<file path="src/core/ccra_pkg.sv">
// constants, encodings and types shared by the cpu core datapath
package ccra_pkg;
  // memory map
  localparam logic [17:0] VEC_ADDR = 18'h04000;
  localparam logic [17:0] RAM_LO = 18'h00000;
  localparam logic [17:0] RAM_HI = 18'h001ff;
  localparam logic [17:0] ROM_LO = 18'h04000;
  localparam logic [17:0] ROM_HI = 18'h07ffe;
  localparam logic [17:0] ROM_OPT = 18'h07fff;
  localparam logic [17:0] SFR_LO = 18'h03f00;
  localparam logic [17:0] SFR_HI = 18'h03fff;
  // status word layout
  localparam int ZF_BIT = 0;
  localparam int CF_BIT = 1;
  localparam int NF_BIT = 2;
  localparam int VF_BIT = 3;
  localparam int IM_LO_BIT = 4;
  localparam int IM_HI_BIT = 5;
  localparam int MIE_BIT = 6;
  localparam logic [7:0] PSW_RESET = 8'h00;
  localparam logic [7:0] PSW_USED = 8'h7f;
  localparam logic [1:0] NMI_MASK = 2'h0;
  // queue
  localparam logic [1:0] QUEUE_DEPTH = 2'h2;
  localparam logic [18:0] BYTE_NIBBLES = 19'h00002;

  typedef enum logic [2:0] {ALU_ADD, ALU_SUB, ALU_CMP, ALU_AND, ALU_OR,
    ALU_XOR, ALU_MOV} ccra_alu_type;
  typedef enum logic [3:0] {SEL_B0, SEL_B1, SEL_B2, SEL_B3, SEL_W0, SEL_W1,
    SEL_P0, SEL_P1, SEL_SP, SEL_PSW} ccra_sel_type;
  typedef enum logic [3:0] {EA_IND, EA_AN_D8, EA_AN_D16, EA_SP_D4, EA_SP_D8,
    EA_SP_D16, EA_ABS, EA_RAM_SHORT, EA_IO_SHORT, EA_REUSE} ccra_ea_type;
  typedef enum logic [2:0] {BR_D4, BR_D7, BR_D11, BR_D12, BR_D16,
    BR_ABS18} ccra_br_type;
  typedef enum {ST_VEC0, ST_VEC1, ST_VEC2, ST_RUN} ccra_state_type;
endpackage

</file>
<file path="src/core/ccra_core.sv">
// cpu core: prefetch queue, registers, status word, address generation
//
// What this block does
// - fetch next instruction byte whenever the queue is empty
// - last instruction cycle loads opcode into ir and refills queue
// - empty queue plus operand needed in first cycle: one wait
// - decoder works on queued bytes one cycle before use
// - program counter is 19 bits, lsb picks the half byte
// - after reset program counter comes from vector at 04000
// - two 16-bit pointer registers, word moves, undefined at reset
// - stack pointer marks top byte, push decrements, pop increments
// - four data bytes, undefined at reset, pair as words odd high
// - status word pushed on interrupt, restored on return
// - zero flag set when result is all zero
// - carry flag set on carry out of or borrow into msb
// - negative flag copies result msb
// - overflow flag set on signed overflow
// - maskable level accepted only when below mask level
// - accepted level loads mask field
// - enable bit zero blocks maskable requests; interrupts keep it
// - pointer or stack pointer plus displacement gives data address
// - branch target is pc plus displacement or 18-bit absolute
// - short ram adds offset to zero, short io to special base
// - reuse mode repeats last address, move instructions only
// - decode ram, special registers, rom and rom option areas
// - byte fetches into a two byte queue
`timescale 1ns/1ns
module ccra_core (
  input wire logic i_clk,
  input wire logic i_sys_rst,
  input wire logic [7:0] i_fetch_data,
  input wire logic i_instr_last,
  input wire logic i_need_imm,
  input wire logic i_flush,
  input wire logic [2:0] i_br_mode,
  input wire logic [17:0] i_br_disp,
  input wire logic i_br_h,
  input wire logic i_alu_go,
  input wire logic [2:0] i_alu_op,
  input wire logic i_alu_word,
  input wire logic [15:0] i_src_a,
  input wire logic [15:0] i_src_b,
  input wire logic i_wr_en,
  input wire logic [3:0] i_wr_sel,
  input wire logic [15:0] i_wr_data,
  input wire logic [3:0] i_rd_sel,
  input wire logic i_push,
  input wire logic i_pop,
  input wire logic i_reti,
  input wire logic [7:0] i_pop_data,
  input wire logic i_irq_req,
  input wire logic [1:0] i_irq_level,
  input wire logic i_nmi_req,
  input wire logic i_ea_go,
  input wire logic [3:0] i_ea_mode,
  input wire logic i_ea_ptr,
  input wire logic i_ea_move,
  input wire logic [15:0] i_ea_disp,
  output logic o_fetch_req,
  output logic [17:0] o_fetch_addr,
  output logic [7:0] o_instr_reg,
  output logic [3:0] o_decode_ctrl,
  output logic o_wait,
  output logic [18:0] o_pc,
  output logic o_boot_done,
  output logic [15:0] o_alu_result,
  output logic [7:0] o_psw,
  output logic [15:0] o_rd_data,
  output logic o_stack_we,
  output logic [15:0] o_stack_addr,
  output logic [7:0] o_stack_wdata,
  output logic o_irq_accept,
  output logic [17:0] o_ea,
  output logic [3:0] o_ea_region,
  output logic o_ea_bad
);

  ccra_pkg::ccra_state_type state, next_state;
  logic [1:0] q_count, next_count;
  logic [7:0] q0, q1, next_q0, next_q1, vec_lo;
  logic [18:0] fpc, next_fpc, target, sext;
  logic next_req;
  logic [17:0] next_addr;
  logic [7:0] gp [4];
  logic [15:0] ptr0, ptr1, sp, next_sp, rd_mux, ea16;
  logic [16:0] res;
  logic [7:0] next_psw;
  logic [17:0] next_ea, last_ea;

  // prefetch queue
  wire run = state == ccra_pkg::ST_RUN;
  wire arrive = run && o_fetch_req && !i_flush;
  wire head_ok = (q_count != 2'h0) || arrive;
  wire [7:0] head = (q_count != 2'h0) ? q0 : i_fetch_data;
  wire pop = run && !i_flush && i_instr_last && head_ok;
  wire [1:0] unread = q_count + {1'b0, o_fetch_req};
  wire [18:0] head_addr = fpc - {16'h0000, unread, 1'b0};
  wire next_wait = run && !i_flush && i_need_imm && q_count == 2'h0
    && !o_wait;
  wire [3:0] next_decode = head_ok ? 4'h1 << head[7:6] : 4'h0;

  always_comb
  begin
    next_q0 = q0;
    next_q1 = q1;
    next_count = q_count;
    if (!run || i_flush)
    begin
      next_count = 2'h0;
    end
    else
    begin
      if (pop && q_count != 2'h0)
      begin
        next_q0 = q1;
        next_count = q_count - 2'h1;
      end
      if (arrive && !(pop && q_count == 2'h0))
      begin
        if (next_count == 2'h0)
          next_q0 = i_fetch_data;
        else
          next_q1 = i_fetch_data;
        next_count = next_count + 2'h1;
      end
    end
  end

  // branch target in nibbles
  always_comb
  begin
    case (i_br_mode)
      ccra_pkg::BR_D4: sext = {{15{i_br_disp[3]}}, i_br_disp[3:0]};
      ccra_pkg::BR_D7: sext = {{12{i_br_disp[6]}}, i_br_disp[6:0]};
      ccra_pkg::BR_D11: sext = {{8{i_br_disp[10]}}, i_br_disp[10:0]};
      ccra_pkg::BR_D12: sext = {{7{i_br_disp[11]}}, i_br_disp[11:0]};
      ccra_pkg::BR_D16: sext = {{3{i_br_disp[15]}}, i_br_disp[15:0]};
      default: sext = 19'h00000;
    endcase
    if (i_br_mode == ccra_pkg::BR_ABS18)
      target = {i_br_disp, i_br_h};
    else
      target = o_pc + sext;
  end

  // boot sequence and fetch request
  always_comb
  begin
    next_state = state;
    next_req = 1'b0;
    next_addr = o_fetch_addr;
    next_fpc = fpc;
    case (state)
      ccra_pkg::ST_VEC0:
      begin
        next_req = 1'b1;
        next_addr = ccra_pkg::VEC_ADDR;
        next_state = ccra_pkg::ST_VEC1;
      end
      ccra_pkg::ST_VEC1:
      begin
        next_req = 1'b1;
        next_addr = ccra_pkg::VEC_ADDR + 18'h00001;
        next_state = ccra_pkg::ST_VEC2;
      end
      ccra_pkg::ST_VEC2:
      begin
        next_fpc = {2'h0, i_fetch_data, vec_lo, 1'b0};
        next_state = ccra_pkg::ST_RUN;
      end
      ccra_pkg::ST_RUN:
      begin
        if (i_flush)
        begin
          next_req = 1'b1;
          next_addr = target[18:1];
          next_fpc = target + ccra_pkg::BYTE_NIBBLES;
        end
        else if (next_count < ccra_pkg::QUEUE_DEPTH)
        begin
          next_req = 1'b1;
          next_addr = fpc[18:1];
          next_fpc = fpc + ccra_pkg::BYTE_NIBBLES;
        end
      end
      default: next_state = ccra_pkg::ST_VEC0;
    endcase
  end

  always_ff @(posedge i_clk)
  begin
    if (i_sys_rst)
    begin
      state <= ccra_pkg::ST_VEC0;
      q_count <= 2'h0;
      q0 <= 8'h00;
      q1 <= 8'h00;
      o_fetch_req <= 1'b0;
      o_fetch_addr <= 18'h00000;
      fpc <= 19'h00000;
      vec_lo <= 8'h00;
      o_boot_done <= 1'b0;
    end
    else
    begin
      state <= next_state;
      q_count <= next_count;
      q0 <= next_q0;
      q1 <= next_q1;
      o_fetch_req <= next_req;
      o_fetch_addr <= next_addr;
      fpc <= next_fpc;
      if (state == ccra_pkg::ST_VEC1)
        vec_lo <= i_fetch_data;
      o_boot_done <= next_state == ccra_pkg::ST_RUN;
    end
  end

  always_ff @(posedge i_clk)
  begin
    if (i_sys_rst)
    begin
      o_instr_reg <= 8'h00;
      o_decode_ctrl <= 4'h0;
      o_wait <= 1'b0;
      o_pc <= 19'h00000;
    end
    else
    begin
      o_decode_ctrl <= next_decode;
      o_wait <= next_wait;
      if (state == ccra_pkg::ST_VEC2)
        o_pc <= next_fpc;
      else if (pop)
      begin
        o_instr_reg <= head;
        o_pc <= head_addr;
      end
    end
  end

  // alu and flags
  wire [15:0] aw = i_alu_word ? i_src_a : {8'h00, i_src_a[7:0]};
  wire [15:0] bw = i_alu_word ? i_src_b : {8'h00, i_src_b[7:0]};
  wire [16:0] sum = {1'b0, aw} + {1'b0, bw};
  wire [16:0] dif = {1'b0, aw} - {1'b0, bw};
  always_comb
  begin
    case (i_alu_op)
      ccra_pkg::ALU_ADD: res = sum;
      ccra_pkg::ALU_SUB, ccra_pkg::ALU_CMP: res = dif;
      ccra_pkg::ALU_AND: res = {1'b0, aw & bw};
      ccra_pkg::ALU_OR: res = {1'b0, aw | bw};
      ccra_pkg::ALU_XOR: res = {1'b0, aw ^ bw};
      default: res = {1'b0, bw};
    endcase
  end
  wire [15:0] res16 = i_alu_word ? res[15:0] : {8'h00, res[7:0]};
  wire arith = i_alu_op == ccra_pkg::ALU_ADD || i_alu_op == ccra_pkg::ALU_SUB
    || i_alu_op == ccra_pkg::ALU_CMP;
  wire a_msb = i_alu_word ? aw[15] : aw[7];
  wire b_msb = i_alu_word ? bw[15] : bw[7];
  wire r_zero = res16 == 16'h0000;
  wire r_neg = i_alu_word ? res[15] : res[7];
  wire r_carry = arith && (i_alu_word ? res[16] : res[8]);
  wire same_in = (i_alu_op == ccra_pkg::ALU_ADD) ? a_msb == b_msb
    : a_msb != b_msb;
  wire r_ovf = arith && same_in && (r_neg != a_msb);

  // interrupt acceptance
  wire [1:0] mask = o_psw[ccra_pkg::IM_HI_BIT:ccra_pkg::IM_LO_BIT];
  wire maskable_irq_enable = o_psw[ccra_pkg::MIE_BIT];
  wire mask_ok = i_irq_req && maskable_irq_enable && (i_irq_level < mask);
  wire acc = run && !i_reti && (i_nmi_req || mask_ok);
  wire wr_psw = i_wr_en && i_wr_sel == ccra_pkg::SEL_PSW;
  wire alu_wins = i_alu_go && !i_reti && !acc && !wr_psw;

  always_comb
  begin
    next_psw = o_psw;
    if (i_reti)
      next_psw = i_pop_data;
    else if (acc)
      next_psw[ccra_pkg::IM_HI_BIT:ccra_pkg::IM_LO_BIT] =
        i_nmi_req ? ccra_pkg::NMI_MASK : i_irq_level;
    else if (wr_psw)
      next_psw = i_wr_data[7:0];
    else if (i_alu_go)
    begin
      next_psw[ccra_pkg::ZF_BIT] = r_zero;
      next_psw[ccra_pkg::CF_BIT] = r_carry;
      next_psw[ccra_pkg::NF_BIT] = r_neg;
      next_psw[ccra_pkg::VF_BIT] = r_ovf;
    end
    next_psw = next_psw & ccra_pkg::PSW_USED;
  end

  // stack
  wire push_ok = i_push && !acc;
  wire pop_ok = (i_pop || i_reti) && !acc && !i_push;
  always_comb
  begin
    next_sp = sp;
    if (acc || push_ok)
      next_sp = sp - 16'h0001;
    else if (pop_ok)
      next_sp = sp + 16'h0001;
    else if (i_wr_en && i_wr_sel == ccra_pkg::SEL_SP)
      next_sp = i_wr_data;
  end

  // data and pointer registers have no reset
  always_ff @(posedge i_clk)
  begin
    sp <= next_sp;
    if (i_wr_en)
    begin
      case (i_wr_sel)
        ccra_pkg::SEL_B0: gp[0] <= i_wr_data[7:0];
        ccra_pkg::SEL_B1: gp[1] <= i_wr_data[7:0];
        ccra_pkg::SEL_B2: gp[2] <= i_wr_data[7:0];
        ccra_pkg::SEL_B3: gp[3] <= i_wr_data[7:0];
        ccra_pkg::SEL_W0: {gp[1], gp[0]} <= i_wr_data;
        ccra_pkg::SEL_W1: {gp[3], gp[2]} <= i_wr_data;
        ccra_pkg::SEL_P0: ptr0 <= i_wr_data;
        ccra_pkg::SEL_P1: ptr1 <= i_wr_data;
        default: ;
      endcase
    end
  end

  always_comb
  begin
    case (i_rd_sel)
      ccra_pkg::SEL_B0: rd_mux = {8'h00, gp[0]};
      ccra_pkg::SEL_B1: rd_mux = {8'h00, gp[1]};
      ccra_pkg::SEL_B2: rd_mux = {8'h00, gp[2]};
      ccra_pkg::SEL_B3: rd_mux = {8'h00, gp[3]};
      ccra_pkg::SEL_W0: rd_mux = {gp[1], gp[0]};
      ccra_pkg::SEL_W1: rd_mux = {gp[3], gp[2]};
      ccra_pkg::SEL_P0: rd_mux = ptr0;
      ccra_pkg::SEL_P1: rd_mux = ptr1;
      ccra_pkg::SEL_SP: rd_mux = sp;
      ccra_pkg::SEL_PSW: rd_mux = {8'h00, o_psw};
      default: rd_mux = 16'h0000;
    endcase
  end

  // effective address
  wire [15:0] base = i_ea_ptr ? ptr1 : ptr0;
  wire reuse = i_ea_mode == ccra_pkg::EA_REUSE;
  wire ea_bad = i_ea_go && reuse && !i_ea_move;
  always_comb
  begin
    case (i_ea_mode)
      ccra_pkg::EA_AN_D8: ea16 = base + {8'h00, i_ea_disp[7:0]};
      ccra_pkg::EA_AN_D16: ea16 = base + i_ea_disp;
      ccra_pkg::EA_SP_D4: ea16 = sp + {12'h000, i_ea_disp[3:0]};
      ccra_pkg::EA_SP_D8: ea16 = sp + {8'h00, i_ea_disp[7:0]};
      ccra_pkg::EA_SP_D16: ea16 = sp + i_ea_disp;
      ccra_pkg::EA_ABS: ea16 = i_ea_disp;
      ccra_pkg::EA_RAM_SHORT: ea16 = {8'h00, i_ea_disp[7:0]};
      default: ea16 = base;
    endcase
    if (i_ea_mode == ccra_pkg::EA_IO_SHORT)
      next_ea = ccra_pkg::SFR_LO + {10'h000, i_ea_disp[7:0]};
    else if (reuse)
      next_ea = last_ea;
    else
      next_ea = {2'h0, ea16};
  end

  logic hit_ram, hit_sfr, hit_rom, hit_opt;
  ccra_range #(.LO(ccra_pkg::RAM_LO), .HI(ccra_pkg::RAM_HI)) u_ram (
    .i_addr(next_ea), .o_hit(hit_ram));
  ccra_range #(.LO(ccra_pkg::SFR_LO), .HI(ccra_pkg::SFR_HI)) u_sfr (
    .i_addr(next_ea), .o_hit(hit_sfr));
  ccra_range #(.LO(ccra_pkg::ROM_LO), .HI(ccra_pkg::ROM_HI)) u_rom (
    .i_addr(next_ea), .o_hit(hit_rom));
  ccra_range #(.LO(ccra_pkg::ROM_OPT), .HI(ccra_pkg::ROM_OPT)) u_opt (
    .i_addr(next_ea), .o_hit(hit_opt));

  always_ff @(posedge i_clk)
  begin
    if (i_sys_rst)
    begin
      o_alu_result <= 16'h0000;
      o_psw <= ccra_pkg::PSW_RESET;
      o_rd_data <= 16'h0000;
      o_stack_we <= 1'b0;
      o_stack_addr <= 16'h0000;
      o_stack_wdata <= 8'h00;
      o_irq_accept <= 1'b0;
      o_ea <= 18'h00000;
      o_ea_region <= 4'h0;
      o_ea_bad <= 1'b0;
      last_ea <= 18'h00000;
    end
    else
    begin
      if (i_alu_go && i_alu_op != ccra_pkg::ALU_CMP)
        o_alu_result <= res16;
      o_psw <= next_psw;
      o_rd_data <= rd_mux;
      o_stack_we <= acc || push_ok;
      o_stack_addr <= (acc || push_ok) ? next_sp : sp;
      o_stack_wdata <= acc ? o_psw : i_wr_data[7:0];
      o_irq_accept <= acc;
      o_ea_bad <= ea_bad;
      if (i_ea_go && !ea_bad)
      begin
        o_ea <= next_ea;
        last_ea <= next_ea;
        o_ea_region <= {hit_opt, hit_rom, hit_sfr, hit_ram};
      end
    end
  end
endmodule

</file>
<file path="src/core/ccra_range.sv">
// address window compare, one instance per memory area
`timescale 1ns/1ns
module ccra_range #(
  parameter logic [17:0] LO = 18'h00000,
  parameter logic [17:0] HI = 18'h00000
) (
  input wire logic [17:0] i_addr,
  output logic o_hit
);
  assign o_hit = (i_addr >= LO) && (i_addr <= HI);
endmodule

</file>
<file path="config.mk">
export PLATFORM = sky130hd
export DESIGN_NAME = ccra_core
export DESIGN_NICKNAME = d
export VERILOG_FILES = /design/src/core/ccra_pkg.sv /design/src/core/ccra_core.sv /design/src/core/ccra_range.sv
export SDC_FILE = /design/constraint.sdc
export NUM_CORES = 1
export LEC_CHECK = 0
export BUFFER_PORTS_ARGS = -buffer_cell sky130_fd_sc_hd__buf_2
export CORE_AREA = 8 8 223 225
export CTS_BUF_LIST = sky130_fd_sc_hd__clkbuf_16
export DETAILED_ROUTE_END_ITERATION = 8
export DIE_AREA = 0 0 231 233
export GPL_ROUTABILITY_DRIVEN = 0
export PLACE_DENSITY_LB_ADDON = 0.25
export SLEW_MARGIN = 20
export SYNTH_ARGS = -nofsm -noshare
export SYNTH_HDL_FRONTEND = slang
export SYNTH_SLANG_ARGS = --single-unit
</file>
<file path="constraint.sdc">
create_clock -name i_clk -period 4.21 [get_ports i_clk]
set_input_delay 0.2105 -clock i_clk [delete_from_list [all_inputs] [get_ports i_clk]]
set_output_delay 0.2105 -clock i_clk [all_outputs]
set_load 0.01 [all_outputs]
</file>
==> metrics.cfg <==
[outcome]
status=finished clean

[cts]
cts_buffers=36
clk_pin_slew_worst_paths_ns=0.06
cts-root-buf=clkbuf_16
cts_tree=done
clk_latency_ns=0.54
clock_path_buffers=3
clock_sinks=297
htree_levels=2

[grt]
antenna_found_initial=2
grt_util_all_layers_pct=25.6
grt-ovfl-total=0
grt_pass1_vias=20174
grt_start_max_net_pins=82
grt_pass1_wl_um=112000

[final_layout]
drive_gt1_share_pct=16.7
reg_top3=gp x32, state x32
postLayoutCellArea_um2=24200
fin_cells=3475
layout.nets=3086
syn_to_final_growth_pct=17.7
final_util_pct=52.5
fillers=4464

[synthesis]
synth_area_leader_cell=dfxtp_1
netlist_area_um2=20600
ys_types=99
syn_area_per_cell_um2=7.99
ys.warnings.count=0
synth_enable_flop_cells=64
synth_top_area_share_pct=22.7
synth-main-ff-cell=dfxtp_1
yosysSeqAreaShare_pct=32.0
yosys-top-cells-area=dfxtp_1 23%, edfxtp_1 9.3%, ha_1 6.3%
ys_ff_latch=297
yosysMostFrequentCell=nand2_1
netlist_instances=2572
synth_common_cells=285 x nand2_1, 283 x nor2_1, 233 x dfxtp_1
async_flop_share_pct=0

[critical_path]
crit_path_frequent_cell=or3_1
end_kind=flop
critPathLaunchType=flop
cp_max_fo=8
arrival_ns=4.42
slowest_stage=or3_1
cp_cell_sequence=nor4_2 > and4_1 > nand3_2 > or3_1 > nor2_1 > a21oi_1 > ha_1 > and3_1 > a211oi_2 > nor3_1 > or3_1 > or4_1 > nand2_1 > a222oi_1 > o22ai_1
crit_type=flop to flop
slowest_delay_ns=0.52
cp_num_buf_inv=0
crit_required_ns=4.67
crit_family=simple AND/OR/NAND/NOR gates

[floorplanning]
io_pins=276
rows=79
die_area_um2=53800
core_um2=46100
initial_core_util_pct=44.6
die_w_um=231
die_h_um=233

[drt]
drc=0
via_per_inst=6.11
first_pass_iters=6
wire_per_inst_um=21.0
antenna_left=0
wl_um=72900
drt_iter0_markers=1977
vias=21244

[place]
placed_area_um2=22700
hpwlAfterDp_um=55000
numPortBuffers=273
placed_cells=3389
pre_cts_ws_ns=0.0446

[sta]
slew_viol_final=0
max-slew-margin-rel_pct=24.0
clock.fmax_mhz=253
setup_tns_ns=0
rsz0062_at_grt=no
period_share_pct=94.1
worst_pin_slew_ns=1.13
setup_ws_ns=0.250
finalHoldViolCount=0
finClkSkew_ns=0.0240
worst_hold_slack_ns=0.0429
final-setup-viol-count=0
fin_crit_ns=3.96

[power]
p_per_area_nw_per_um2=352
fin_total_pwr_mw=8.52
ir_drop_mv=0.253
p_leak_nw=10.2

[flow_run]
drv_cap=0

[worst_hold_path]
hold_class=input pin to flop

## timing repair
action / CTS / global route
endpoints found under the setup margin: 1 / 7
gates cloned: 0 / 0
setup buffers: 0 / 0
endpoints found under the hold margin: 41 / 0
hold buffers: 21 / 0
resized for setup: 1 / 8
## layout by cell type (no fill, tap or decap), drive strengths merged, types with 19 or more instances in the layout
| master | netlist | final |
|---|---|---|
| buf | 26 | 342 |
| conb | 1 | 31 |
| nand2b | 30 | 30 |
| mux2i | 65 | 65 |
| xnor2 | 69 | 69 |
| a221oi | 23 | 23 |
| a211oi | 62 | 62 |
| mux2 | 28 | 28 |
| dfxtp | 233 | 233 |
| a21o | 27 | 27 |
| nand2 | 285 | 285 |
| nor2 | 284 | 284 |
| edfxtp | 64 | 64 |
| a21oi | 216 | 216 |
| nand4 | 21 | 21 |
| and2 | 23 | 23 |
| dlygate4sd3 | 0 | 21 |
| ha | 104 | 104 |
| o21ai | 129 | 129 |
| nand3 | 58 | 58 |
| a31oi | 36 | 36 |
| or3 | 28 | 28 |
| nor3 | 76 | 76 |
| o22ai | 24 | 24 |
| nor4 | 32 | 32 |
| a222oi | 19 | 19 |
| clkbuf | 136 | 38 |
| o21a | 29 | 29 |
| xor2 | 30 | 30 |
| a22oi | 37 | 37 |
| and3 | 20 | 20 |
| inv | 82 | 86 |
| nor2b | 22 | 22 |
## routing by layer
layer / routed length (um) / track usage, %
met1: 29400 / 32.2
met4: 3040 / 11.3
met3: 5630 / 4.23
met5: 0 / 0
met2: 34800 / 43.1
## path summary, 6_finish.rpt
check | slack [ns] | cells past startpoint | start | to
worst max register to register | 0.25 | 15 | state[2] | fpc[15]
worst min-delay path | 0.04 | 3 | i_fetch_data[6] | vec_lo[6]
worst min register to register | 0.45 | 2 | o_ea_region[2] | o_ea_region[2]
worst max-delay path | 0.25 | 15 | state[2] | fpc[15]
## logic make-up (layout without fill, tap and decap cells)
| logic type | Yosys count | count (layout) | share of synthesized area [%] |
|---|---|---|---|
| and+or+nand+nor | 966 | 966 | 22.6 |
| buffers and inverters | 248 | 512 | 4.73 |
| muxes | 94 | 94 | 4.86 |
| other | 1 | 33 | 0.0182 |
| AOI/OAI and AO/OA | 757 | 757 | 24.6 |
| DFF | 297 | 297 | 32.0 |
| xor gates and xnor gates | 99 | 99 | 4.22 |
| adders and majority gates | 110 | 110 | 6.91 |
## area by class of cell
| cell class | instances | area [um^2] | share of cell area, % |
|---|---|---|---|
| multi-input combinational | 2057 | 13200 | 54.5 |
| sequential | 297 | 6590 | 27.2 |
| timing repair buffer | 363 | 2100 | 8.67 |
| clock buffer | 38 | 951 | 3.93 |
| tap | 607 | 759 | 3.14 |
| inverter | 86 | 323 | 1.33 |
| clock inverter | 25 | 295 | 1.22 |
| antenna | 2 | 5.00 | 0.0207 |
## power by group
group,internal [mW],total [mW],switching [mW]
Sequential,3.06,3.27,0.208
Combinational,0.775,1.96,1.18
Clock,2.01,3.29,1.28
Total,5.84,8.52,2.67
## worst register-to-register path, cell delays in order (launching register included)
cell      delay [ns]
dfxtp_1         0.32
nor4_2          0.35
and4_1          0.33
nand3_2         0.11
or3_1           0.42
nor2_1          0.11
a21oi_1         0.05
ha_1            0.29
and3_1          0.17
a211oi_2        0.24
nor3_1          0.14
or3_1           0.52
or4_1           0.50
nand2_1         0.08
a222oi_1        0.08
o22ai_1         0.18
No activity file was read; power rests on OpenSTA's default activity.
